===== config.mk =====
export PLATFORM = sky130hd
export DESIGN_NAME = aos_decoder
export DESIGN_NICKNAME = d
export VERILOG_FILES = /design/src/include/aos_pkg.sv /design/src/hw/aos_acc_ram.sv /design/src/hw/aos_cond_eval.sv /design/src/hw/aos_decoder.sv
export SDC_FILE = /design/constraint.sdc
export NUM_CORES = 2
export LEC_CHECK = 0
export ABC_CLOCK_PERIOD_IN_PS = 5800
export BUFFER_PORTS_ARGS = -buffer_cell sky130_fd_sc_hd__buf_4
export CORE_ASPECT_RATIO = 1.2
export CORE_UTILIZATION = 35
export DETAILED_ROUTE_END_ITERATION = 6
export PLACE_DENSITY = 0.51
export SLEW_MARGIN = 40
export SYNTH_ARGS = -nofsm -noshare
export SYNTH_HDL_FRONTEND = slang
export SYNTH_SLANG_ARGS = --single-unit

===== constraint.sdc =====
create_clock -name pclk -period 5.8 [get_ports pclk]
set_input_delay 0.87 -clock pclk [delete_from_list [all_inputs] [get_ports pclk]]
set_output_delay 0.87 -clock pclk [all_outputs]
set_load 0.005 [all_outputs]

===== src/include/aos_pkg.sv =====
package aos_pkg;

  // ----------------------------------------------------------------
  // Sizes
  // ----------------------------------------------------------------
  localparam int AOS_ACC_COUNT = 32;
  localparam int AOS_IDX_W = 5;
  localparam int AOS_DATA_W = 16;
  localparam int AOS_AP_COUNT = 4;
  localparam int AOS_ADDR_COUNT = 4;
  localparam int AOS_FLAG_COUNT = 13;
  localparam logic [4:0] AOS_OFFSET_STEP = 5'h10;
  localparam logic [15:0] AOS_BYTE_MASK = 16'h00ff;

  // ----------------------------------------------------------------
  // Register offsets (byte addresses)
  // ----------------------------------------------------------------
  localparam logic [7:0] AOS_OFF_AP0 = 8'h00;
  localparam logic [7:0] AOS_OFF_INSTR = 8'h10;
  localparam logic [7:0] AOS_OFF_ACC_INDEX = 8'h14;
  localparam logic [7:0] AOS_OFF_ACC_DATA = 8'h18;
  localparam logic [7:0] AOS_OFF_MEM_OPERAND = 8'h1c;
  localparam logic [7:0] AOS_OFF_FLAGS = 8'h20;
  localparam logic [7:0] AOS_OFF_STATUS = 8'h24;
  localparam logic [7:0] AOS_OFF_ADDR0 = 8'h28;

  // ----------------------------------------------------------------
  // Reset values
  // ----------------------------------------------------------------
  localparam logic [15:0] AOS_RST_WORD = 16'h0000;
  localparam logic [31:0] AOS_RST_INSTR = 32'h0000_0000;
  localparam logic [10:0] AOS_RST_FLAGS = 11'h000;

  // ----------------------------------------------------------------
  // Instruction word field positions
  // ----------------------------------------------------------------
  localparam int AOS_F_OP_LSB = 0;
  localparam int AOS_F_APSEL_LSB = 4;
  localparam int AOS_F_SRC_OFF = 6;
  localparam int AOS_F_DST_OFF = 7;
  localparam int AOS_F_SRC_OFF_N = 8;
  localparam int AOS_F_SIZE8 = 9;
  localparam int AOS_F_PMOD_LSB = 10;
  localparam int AOS_F_CC_LSB = 12;
  localparam int AOS_F_NOT = 17;
  localparam int AOS_F_FLG = 18;
  localparam int AOS_F_INV = 19;
  localparam int AOS_F_FSRC_LSB = 20;
  localparam int AOS_F_RSEL_LSB = 28;

  // ----------------------------------------------------------------
  // Flag vector bit positions
  // ----------------------------------------------------------------
  localparam int AOS_FL_ZF = 0;
  localparam int AOS_FL_SF = 1;
  localparam int AOS_FL_CF = 2;
  localparam int AOS_FL_OF = 3;
  localparam int AOS_FL_RCF = 4;
  localparam int AOS_FL_RZF = 5;
  localparam int AOS_FL_TF1 = 6;
  localparam int AOS_FL_TF2 = 7;
  localparam int AOS_FL_TAG = 8;
  localparam int AOS_FL_XZF = 9;
  localparam int AOS_FL_XSF = 10;
  localparam int AOS_FL_IN1 = 11;
  localparam int AOS_FL_IN2 = 12;

  // ----------------------------------------------------------------
  // Enumerations
  // ----------------------------------------------------------------
  typedef enum logic [3:0] {
    AOS_OP_ADD = 4'b0000,
    AOS_OP_LOAD_MEM = 4'b0001,
    AOS_OP_MOVE_ACC = 4'b0010,
    AOS_OP_BRANCH = 4'b0011,
    AOS_OP_TEST_FLAG = 4'b0100,
    AOS_OP_FLAG_MOVE = 4'b0101
  } aos_op_t;

  typedef enum logic [1:0] {
    AOS_PM_NONE = 2'b00,
    AOS_PM_NEXT_A = 2'b01,
    AOS_PM_RMOD = 2'b10
  } aos_pmod_t;

  typedef enum logic [4:0] {
    AOS_CC_ZF = 5'b00000, AOS_CC_SF = 5'b00001, AOS_CC_CF = 5'b00010,
    AOS_CC_B = 5'b00011, AOS_CC_A = 5'b00100, AOS_CC_G = 5'b00101,
    AOS_CC_E = 5'b00110, AOS_CC_OF = 5'b00111, AOS_CC_L = 5'b01000,
    AOS_CC_RCF = 5'b01001, AOS_CC_RA = 5'b01010, AOS_CC_RE = 5'b01011,
    AOS_CC_TF1 = 5'b01100, AOS_CC_TF2 = 5'b01101, AOS_CC_TAG = 5'b01110,
    AOS_CC_IN1 = 5'b01111, AOS_CC_IN2 = 5'b10000, AOS_CC_XZF = 5'b10001,
    AOS_CC_XSF = 5'b10010, AOS_CC_XG = 5'b10011
  } aos_cc_t;

  typedef enum logic [1:0] {
    AOS_ST_IDLE = 2'b00,
    AOS_ST_READ = 2'b01,
    AOS_ST_EXEC = 2'b10
  } aos_state_t;

endpackage


===== src/hw/aos_acc_ram.sv =====
`timescale 1ns/1ps
module aos_acc_ram
  import aos_pkg::*;
(
  input wire logic pclk,
  input wire logic presetn,
  input wire logic wr_en,
  input wire logic [AOS_IDX_W-1:0] wr_addr,
  input wire logic [AOS_DATA_W-1:0] wr_data,
  input wire logic [AOS_IDX_W-1:0] rd_addr_a,
  input wire logic [AOS_IDX_W-1:0] rd_addr_b,
  output logic [AOS_DATA_W-1:0] rd_data_a,
  output logic [AOS_DATA_W-1:0] rd_data_b
);

  // ----------------------------------------------------------------
  // Accumulator array, two registered read ports
  // ----------------------------------------------------------------
  logic [AOS_DATA_W-1:0] mem [AOS_ACC_COUNT];

  always_ff @(posedge pclk) begin
    if (wr_en) begin
      mem[wr_addr] <= wr_data;
    end
  end

  always_ff @(posedge pclk or negedge presetn) begin
    if (!presetn) begin
      rd_data_a <= AOS_RST_WORD;
      rd_data_b <= AOS_RST_WORD;
    end else begin
      rd_data_a <= mem[rd_addr_a];
      rd_data_b <= mem[rd_addr_b];
    end
  end

endmodule


===== src/hw/aos_cond_eval.sv =====
`timescale 1ns/1ps
module aos_cond_eval
  import aos_pkg::*;
(
  input wire logic [4:0] cc,
  input wire logic negate,
  input wire logic [AOS_FLAG_COUNT-1:0] flags,
  output logic cond_true
);

  // ----------------------------------------------------------------
  // Positive condition, then optional inversion
  // ----------------------------------------------------------------
  logic pos;

  always_comb begin
    pos = 1'b0;
    unique case (cc)
      AOS_CC_ZF: pos = flags[AOS_FL_ZF];
      AOS_CC_SF: pos = flags[AOS_FL_SF];
      AOS_CC_CF: pos = flags[AOS_FL_CF];
      AOS_CC_B: pos = !flags[AOS_FL_ZF] && !flags[AOS_FL_CF];
      AOS_CC_A: pos = !flags[AOS_FL_ZF] && flags[AOS_FL_CF];
      AOS_CC_G: pos = flags[AOS_FL_ZF] && !flags[AOS_FL_SF];
      AOS_CC_E: pos = flags[AOS_FL_ZF] && !flags[AOS_FL_OF];
      AOS_CC_OF: pos = flags[AOS_FL_OF];
      AOS_CC_L: pos = !flags[AOS_FL_ZF] && flags[AOS_FL_SF];
      AOS_CC_RCF: pos = flags[AOS_FL_RCF];
      AOS_CC_RA: pos = !flags[AOS_FL_RZF] && flags[AOS_FL_RCF];
      AOS_CC_RE: pos = flags[AOS_FL_RZF];
      AOS_CC_TF1: pos = flags[AOS_FL_TF1];
      AOS_CC_TF2: pos = flags[AOS_FL_TF2];
      AOS_CC_TAG: pos = flags[AOS_FL_TAG];
      AOS_CC_IN1: pos = flags[AOS_FL_IN1];
      AOS_CC_IN2: pos = flags[AOS_FL_IN2];
      AOS_CC_XZF: pos = flags[AOS_FL_XZF];
      AOS_CC_XSF: pos = flags[AOS_FL_XSF];
      AOS_CC_XG: pos = !flags[AOS_FL_XZF] && !flags[AOS_FL_XSF];
      default: pos = 1'b0;
    endcase
  end

  // Negated codes use the inverse of the positive combination
  assign cond_true = pos ^ negate;

endmodule


===== src/hw/aos_decoder.sv =====
`timescale 1ns/1ps
module aos_decoder
  import aos_pkg::*;
(
  input wire logic pclk,
  input wire logic presetn,
  input wire logic psel,
  input wire logic penable,
  input wire logic pwrite,
  input wire logic [7:0] paddr,
  input wire logic [31:0] pwdata,
  output logic [31:0] prdata,
  output logic pready,
  output logic pslverr,
  input wire logic in_line1,
  input wire logic in_line2
);

  // ----------------------------------------------------------------
  // Decode helpers
  // ----------------------------------------------------------------
  function automatic logic [AOS_IDX_W-1:0] plain_index(input logic [AOS_DATA_W-1:0] ptr);
    plain_index = ptr[AOS_IDX_W-1:0];
  endfunction

  function automatic logic [AOS_IDX_W-1:0] offset_index(input logic [AOS_DATA_W-1:0] ptr);
    offset_index = ptr[AOS_IDX_W-1:0] + AOS_OFFSET_STEP;
  endfunction

  function automatic logic reg_hit(input logic [7:0] addr, input logic [7:0] base, input int count);
    reg_hit = (addr >= base) && (addr < 8'(int'(base) + 4 * count)) && (addr[1:0] == 2'b00);
  endfunction

  // ----------------------------------------------------------------
  // Declarations
  // ----------------------------------------------------------------
  logic [AOS_DATA_W-1:0] acc_pointer [AOS_AP_COUNT];
  logic [AOS_DATA_W-1:0] addr_reg [AOS_ADDR_COUNT];
  logic [31:0] instr;
  logic [AOS_IDX_W-1:0] acc_index;
  logic [AOS_DATA_W-1:0] mem_operand;
  logic [10:0] flags_sw;
  logic branch_taken;
  aos_state_t state;
  aos_state_t next_state;
  logic in1_meta;
  logic in1_sync;
  logic in2_meta;
  logic in2_sync;
  logic [AOS_FLAG_COUNT-1:0] flag_vec;
  logic setup_phase;
  logic wr_access;
  logic busy;
  logic map_hit;
  logic [31:0] read_mux;
  aos_op_t op;
  aos_pmod_t pmod;
  logic [1:0] ap_sel;
  logic [1:0] r_sel;
  logic [AOS_DATA_W-1:0] cur_ptr;
  logic [AOS_IDX_W-1:0] sel_accumulator;
  logic [AOS_IDX_W-1:0] off_accumulator;
  logic src_use_offset;
  logic [AOS_IDX_W-1:0] src_idx;
  logic [AOS_IDX_W-1:0] dst_idx;
  logic [AOS_DATA_W-1:0] src_data;
  logic [AOS_DATA_W-1:0] dst_data;
  logic [AOS_DATA_W:0] sum;
  logic [AOS_DATA_W-1:0] mem_value;
  logic [AOS_DATA_W-1:0] result;
  logic result_we;
  logic cond_true;
  logic flag_operand;
  logic exec;
  logic ram_we;
  logic [AOS_IDX_W-1:0] ram_waddr;
  logic [AOS_DATA_W-1:0] ram_wdata;
  logic [AOS_IDX_W-1:0] ram_raddr_a;

  // ----------------------------------------------------------------
  // Pin synchronisers
  // ----------------------------------------------------------------
  always_ff @(posedge pclk or negedge presetn) begin
    if (!presetn) begin
      in1_meta <= 1'b0;
      in1_sync <= 1'b0;
      in2_meta <= 1'b0;
      in2_sync <= 1'b0;
    end else begin
      in1_meta <= in_line1;
      in1_sync <= in1_meta;
      in2_meta <= in_line2;
      in2_sync <= in2_meta;
    end
  end

  // ----------------------------------------------------------------
  // APB slave
  // ----------------------------------------------------------------
  assign setup_phase = psel && !penable;
  assign wr_access = psel && penable && pwrite;
  assign busy = (state != AOS_ST_IDLE);
  assign pready = 1'b1;
  assign map_hit = reg_hit(paddr, AOS_OFF_AP0, AOS_AP_COUNT)
                || reg_hit(paddr, AOS_OFF_INSTR, 6)
                || reg_hit(paddr, AOS_OFF_ADDR0, AOS_ADDR_COUNT);
  assign pslverr = psel && penable && !map_hit;
  assign flag_vec = {in2_sync, in1_sync, flags_sw};

  always_comb begin
    read_mux = 32'h0000_0000;
    if (reg_hit(paddr, AOS_OFF_AP0, AOS_AP_COUNT)) begin
      read_mux[AOS_DATA_W-1:0] = acc_pointer[paddr[3:2]];
    end else if (reg_hit(paddr, AOS_OFF_ADDR0, AOS_ADDR_COUNT)) begin
      read_mux[AOS_DATA_W-1:0] = addr_reg[2'(paddr[5:2] - 4'h a)];
    end else begin
      unique case (paddr)
        AOS_OFF_INSTR: read_mux = instr;
        AOS_OFF_ACC_INDEX: read_mux[AOS_IDX_W-1:0] = acc_index;
        AOS_OFF_ACC_DATA: read_mux[AOS_DATA_W-1:0] = src_data;
        AOS_OFF_MEM_OPERAND: read_mux[AOS_DATA_W-1:0] = mem_operand;
        AOS_OFF_FLAGS: read_mux[AOS_FLAG_COUNT-1:0] = flag_vec;
        AOS_OFF_STATUS: read_mux = {11'h000, dst_idx, 3'h0, src_idx, 6'h00, branch_taken, busy};
        default: read_mux = 32'h0000_0000;
      endcase
    end
  end

  // Read data is captured in the setup cycle and stands in the access cycle
  always_ff @(posedge pclk or negedge presetn) begin
    if (!presetn) begin
      prdata <= 32'h0000_0000;
    end else if (setup_phase) begin
      prdata <= pwrite ? 32'h0000_0000 : read_mux;
    end
  end

  // ----------------------------------------------------------------
  // Instruction field decode
  // ----------------------------------------------------------------
  assign op = aos_op_t'(instr[AOS_F_OP_LSB +: 4]);
  assign pmod = aos_pmod_t'(instr[AOS_F_PMOD_LSB +: 2]);
  assign ap_sel = instr[AOS_F_APSEL_LSB +: 2];
  assign r_sel = instr[AOS_F_RSEL_LSB +: 2];
  assign cur_ptr = acc_pointer[ap_sel];
  assign sel_accumulator = plain_index(cur_ptr);
  assign off_accumulator = offset_index(cur_ptr);

  always_comb begin
    if (op == AOS_OP_MOVE_ACC) begin
      src_use_offset = !instr[AOS_F_SRC_OFF_N];
    end else begin
      src_use_offset = instr[AOS_F_SRC_OFF];
    end
  end

  assign src_idx = src_use_offset ? off_accumulator : sel_accumulator;
  assign dst_idx = instr[AOS_F_DST_OFF] ? off_accumulator : sel_accumulator;

  // ----------------------------------------------------------------
  // Sequencer: read operands, then execute
  // ----------------------------------------------------------------
  assign exec = (state == AOS_ST_EXEC);

  always_comb begin
    next_state = state;
    unique case (state)
      AOS_ST_IDLE: begin
        if (wr_access && paddr == AOS_OFF_INSTR) begin
          next_state = AOS_ST_READ;
        end
      end
      AOS_ST_READ: next_state = AOS_ST_EXEC;
      AOS_ST_EXEC: next_state = AOS_ST_IDLE;
      default: next_state = AOS_ST_IDLE;
    endcase
  end

  always_ff @(posedge pclk or negedge presetn) begin
    if (!presetn) begin
      state <= AOS_ST_IDLE;
    end else begin
      state <= next_state;
    end
  end

  always_ff @(posedge pclk or negedge presetn) begin
    if (!presetn) begin
      instr <= AOS_RST_INSTR;
    end else if (!busy && wr_access && paddr == AOS_OFF_INSTR) begin
      instr <= pwdata;
    end
  end

  // ----------------------------------------------------------------
  // Accumulator storage
  // ----------------------------------------------------------------
  assign ram_raddr_a = busy ? src_idx : acc_index;
  assign ram_we = exec ? result_we : (!busy && wr_access && paddr == AOS_OFF_ACC_DATA);
  assign ram_waddr = exec ? dst_idx : acc_index;
  assign ram_wdata = exec ? result : pwdata[AOS_DATA_W-1:0];

  aos_acc_ram u_acc_ram (
    .pclk(pclk),
    .presetn(presetn),
    .wr_en(ram_we),
    .wr_addr(ram_waddr),
    .wr_data(ram_wdata),
    .rd_addr_a(ram_raddr_a),
    .rd_addr_b(dst_idx),
    .rd_data_a(src_data),
    .rd_data_b(dst_data)
  );

  // ----------------------------------------------------------------
  // Execute datapath
  // ----------------------------------------------------------------
  assign sum = {1'b0, dst_data} + {1'b0, src_data};
  assign mem_value = instr[AOS_F_SIZE8] ? (mem_operand & AOS_BYTE_MASK) : mem_operand;
  assign flag_operand = flag_vec[instr[AOS_F_FSRC_LSB +: 4]] ^ instr[AOS_F_INV];

  always_comb begin
    result = AOS_RST_WORD;
    result_we = 1'b0;
    unique case (op)
      AOS_OP_ADD: begin
        result = sum[AOS_DATA_W-1:0];
        result_we = 1'b1;
      end
      AOS_OP_LOAD_MEM: begin
        result = mem_value;
        result_we = 1'b1;
      end
      AOS_OP_MOVE_ACC: begin
        result = src_data;
        result_we = 1'b1;
      end
      default: begin
        result = AOS_RST_WORD;
        result_we = 1'b0;
      end
    endcase
  end

  aos_cond_eval u_cond_eval (
    .cc(instr[AOS_F_CC_LSB +: 5]),
    .negate(instr[AOS_F_NOT]),
    .flags(flag_vec),
    .cond_true(cond_true)
  );

  // ----------------------------------------------------------------
  // Status flags: execute updates win over software writes
  // ----------------------------------------------------------------
  always_ff @(posedge pclk or negedge presetn) begin
    if (!presetn) begin
      flags_sw <= AOS_RST_FLAGS;
    end else if (exec && op == AOS_OP_ADD) begin
      flags_sw[AOS_FL_ZF] <= (sum[AOS_DATA_W-1:0] == AOS_RST_WORD);
      flags_sw[AOS_FL_SF] <= sum[AOS_DATA_W-1];
      flags_sw[AOS_FL_CF] <= sum[AOS_DATA_W];
      flags_sw[AOS_FL_OF] <= (dst_data[AOS_DATA_W-1] == src_data[AOS_DATA_W-1])
                          && (sum[AOS_DATA_W-1] != dst_data[AOS_DATA_W-1]);
    end else if (exec && op == AOS_OP_TEST_FLAG) begin
      flags_sw[AOS_FL_TF1 + int'(instr[AOS_F_FLG])] <= cond_true;
    end else if (exec && op == AOS_OP_FLAG_MOVE) begin
      flags_sw[AOS_FL_TF1 + int'(instr[AOS_F_FLG])] <= flag_operand;
    end else if (!busy && wr_access && paddr == AOS_OFF_FLAGS) begin
      flags_sw <= pwdata[10:0];
    end
  end

  always_ff @(posedge pclk or negedge presetn) begin
    if (!presetn) begin
      branch_taken <= 1'b0;
    end else if (exec && op == AOS_OP_BRANCH) begin
      branch_taken <= cond_true;
    end
  end

  // ----------------------------------------------------------------
  // Software-loaded words
  // ----------------------------------------------------------------
  always_ff @(posedge pclk or negedge presetn) begin
    if (!presetn) begin
      acc_index <= 5'h00;
      mem_operand <= AOS_RST_WORD;
    end else if (!busy && wr_access) begin
      if (paddr == AOS_OFF_ACC_INDEX) begin
        acc_index <= pwdata[AOS_IDX_W-1:0];
      end
      if (paddr == AOS_OFF_MEM_OPERAND) begin
        mem_operand <= pwdata[AOS_DATA_W-1:0];
      end
    end
  end

  // ----------------------------------------------------------------
  // Pointer and address registers with post-modify
  // ----------------------------------------------------------------
  generate
    for (genvar i = 0; i < AOS_AP_COUNT; i++) begin : g_ap
      always_ff @(posedge pclk or negedge presetn) begin
        if (!presetn) begin
          acc_pointer[i] <= AOS_RST_WORD;
        end else if (exec && pmod == AOS_PM_NEXT_A && ap_sel == 2'(i)) begin
          acc_pointer[i] <= acc_pointer[i] + 16'h0001;
        end else if (!busy && wr_access && paddr == 8'(int'(AOS_OFF_AP0) + 4 * i)) begin
          acc_pointer[i] <= pwdata[AOS_DATA_W-1:0];
        end
      end
    end
    for (genvar j = 0; j < AOS_ADDR_COUNT; j++) begin : g_addr
      always_ff @(posedge pclk or negedge presetn) begin
        if (!presetn) begin
          addr_reg[j] <= AOS_RST_WORD;
        end else if (exec && pmod == AOS_PM_RMOD && r_sel == 2'(j)) begin
          addr_reg[j] <= addr_reg[j] + 16'h0001;
        end else if (!busy && wr_access && paddr == 8'(int'(AOS_OFF_ADDR0) + 4 * j)) begin
          addr_reg[j] <= pwdata[AOS_DATA_W-1:0];
        end
      end
    end
  endgenerate

endmodule


==> flow_summary.ini <==
[place]
placed_cell_area_um2 = 42700
place_congestion = 0.930
hpwlAfterDp_um = 95600
pre_cts_ws_ns = 1.61
dpl.cell_count = 4650
io_buffers = 79

[timing]
setup_violations = 0
layout_worst_path_cycle_share = 0.736
hold_viol = 0
worst_pin_slew_ns = 0.921
finalClockSkew_ns = 0.0690
period_needed_ns = 4.27
tns_ns = 0
rsz0062_at_grt = false
setup_ws_ns = 1.53
drv_slew = 0
slew_headroom = 0.370
fmax_mhz = 234
fin_hold_ws_ns = 0.124

[route]
dr.first_iter.drc_count = 3264
wl_um = 145000
vias = 29500
antenna_left = 0
post_drt_wl_per_cell_um = 30.2
drc_errors = 0
vias_per_cell = 6.13
first_pass_iters = 5

[finish]
fin_area_um2 = 45800
fillers = 10700
nets = 3306
drive_above_1_share = 0.223
area_delta_synth_final_pct = 15.2
layout.cells.non_filler = 4814
largest_reg_flops = 512
antenna_cells = 0
final_util = 0.406

[clock_tree]
cts_resized = 0
htree_levels = 3
insertion_delay_ns = 0.71
cts_buffers = 88
postCtsHoldBufs = 0
clock_path_buffers = 3
cts_tree = done
cts-root-buf = clkbuf_16
post_cts_buffers = 0
cts.sinks = 775
path_clk_slew_ns = 0.06

[die]
dieHeight_um = 371
rows = 135
initial_core_util = 0.352
die_area_um2 = 115000
ioPinCount = 81
core_area_um2 = 113000
die_w_um = 310

[global_route]
grt_start_max_net_pins = 87
antenna_found_initial = 0
grt_overflow = 0
grt_pass1_wl_um = 209000
grt_pass1_vias = 28900
track_usage = 0.253

[setup_path]
worstReg2RegEnd = u_acc_ram.rd_data_b[14]
worst_ep_required_time_ns = 6.33
timing.rr.start = instr[4]
setup.worst_path.class = register to register
crit_path_cell_trace = mux4_4, buf_12, buf_4, mux4_2, mux2_2, a21oi_1, o21ai_0
reg2reg_depth = 7
startpoint_type = register
cp_slowest_stage_delay_ns = 0.73
crit_arrival_ns = 4.80
r2r_slack_ns = 1.53
critPathMaxFanout = 78
critical_path.endpoint_type = register
crit_path_top_delay_cell = dfrtp_1

[synthesis]
yosys-top-cells-count = edfxtp_1 (512), nand2_1 (428), dfrtp_1 (263), mux4_2 (213), nor2_1 (204)
seq_area_frac_synth = 0.552
synth_nets = 3233
synth_top_area_share = 0.387
yosys_warnings = 0
synth.most_common_cell = edfxtp_1
avgSynthCellArea_um2 = 12.6
synth_area_leaders = edfxtp_1 (39%), dfrtp_1 (17%), mux4_2 (12%)
synth_cells = 3161
async_flop_share = 0.339
ys_ff_latch = 775
synth_area_leader_cell = edfxtp_1
syn-cell-area_um2 = 39800
synth_edf_count = 512
yosys_most_used_dff = edfxtp_1
synth.distinct_cells = 83

[run]
cap_viol_max_count = 0

[power_and_ir_drop]
power_density_nw_per_um2 = 276
p_total_mw = 12.6
ir_worst_vdd_v = 0.000286
power.leakage_nw = 15.8

[min_path]
hp-class = input port to asynchronous set/reset pin

[status]
outcome = completed
## report_power, final
| group | internal [mW] | switching, mW |
|---|---|---|
| Sequential | 5.95 | 0.0771 |
| Combinational | 0.247 | 0.467 |
| Clock | 3.45 | 2.45 |
| Total | 9.64 | 2.99 |
## placed cells by master, fill, tap and decap left out, drive strengths merged, types with 30 or more instances in the layout
cell type	netlist	layout
a211oi	31	31
a21oi	126	126
a221oi	39	39
a22oi	47	47
a31oi	32	32
and3	30	30
buf	73	201
clkbuf	145	110
clkinv	0	36
dfrtp	263	263
edfxtp	512	512
inv	39	41
mux2	99	99
mux2i	123	123
mux4	213	213
nand2	428	428
nand3	103	103
nand4	37	37
nor2	204	204
nor3	37	37
o21ai	155	155
o22ai	37	37
## critical path, delay by kind of cell (launching register included)
family	cells	cell delay, ns
flip-flops	1	0.73
multiplexers	3	1.40
AO/OA/AOI/OAI	2	0.64
buffers and inverters	2	1.19
## layer usage
layer  vias up  part of all wire  GRT usage  wire length, um
met5         -                 0          0                0
met4         0             0.048      0.117             6960
met3       301             0.060     0.0328             8680
met2      1261              0.49      0.423            71300
met1     15300              0.40      0.324            58300
li1      12600                 -          -                -
## how the worst max path moves through the flow
stage,startpoint,end,slack [ns],cells past startpoint
6_report,instr[4],u_acc_ram.rd_data_b[14],1.53,7
2_1_floorplan,u_acc_ram.rd_data_a[0],u_acc_ram.mem[0][14],1.70,9
5_1_grt,instr[4],u_acc_ram.rd_data_b[14],1.44,7
4_1_cts,instr[4],u_acc_ram.rd_data_b[14],1.55,7
3_3_place_gp,instr[4],u_acc_ram.rd_data_a[6],1.58,8
3_5_place_dp,instr[4],u_acc_ram.rd_data_b[14],1.61,7
## logic make-up (layout without fill, tap and decap cells)
group / Yosys count / after routing / synth area share
flops: 775 / 775 / 0.552
simple gates: 965 / 965 / 0.111
fa+ha+maj: 25 / 25 / 0.00806
mux: 435 / 435 / 0.180
compound gates: 687 / 687 / 0.119
buf+inv: 257 / 403 / 0.0271
xor+xnor: 16 / 16 / 0.00352
other cells: 1 / 1 / 0.0000943
## cell type report
class	instances	area (um2)	share of cell area
Tap cell	1507	1890	0.0412
Sequential cell	775	22000	0.479
Clock buffer	110	2400	0.0523
Multi-Input combinational cell	2129	17100	0.373
Timing Repair Buffer	201	1690	0.0369
Inverter	39	146	0.00320
Clock inverter	53	662	0.0144
No activity file was read; power rests on OpenSTA's default activity.
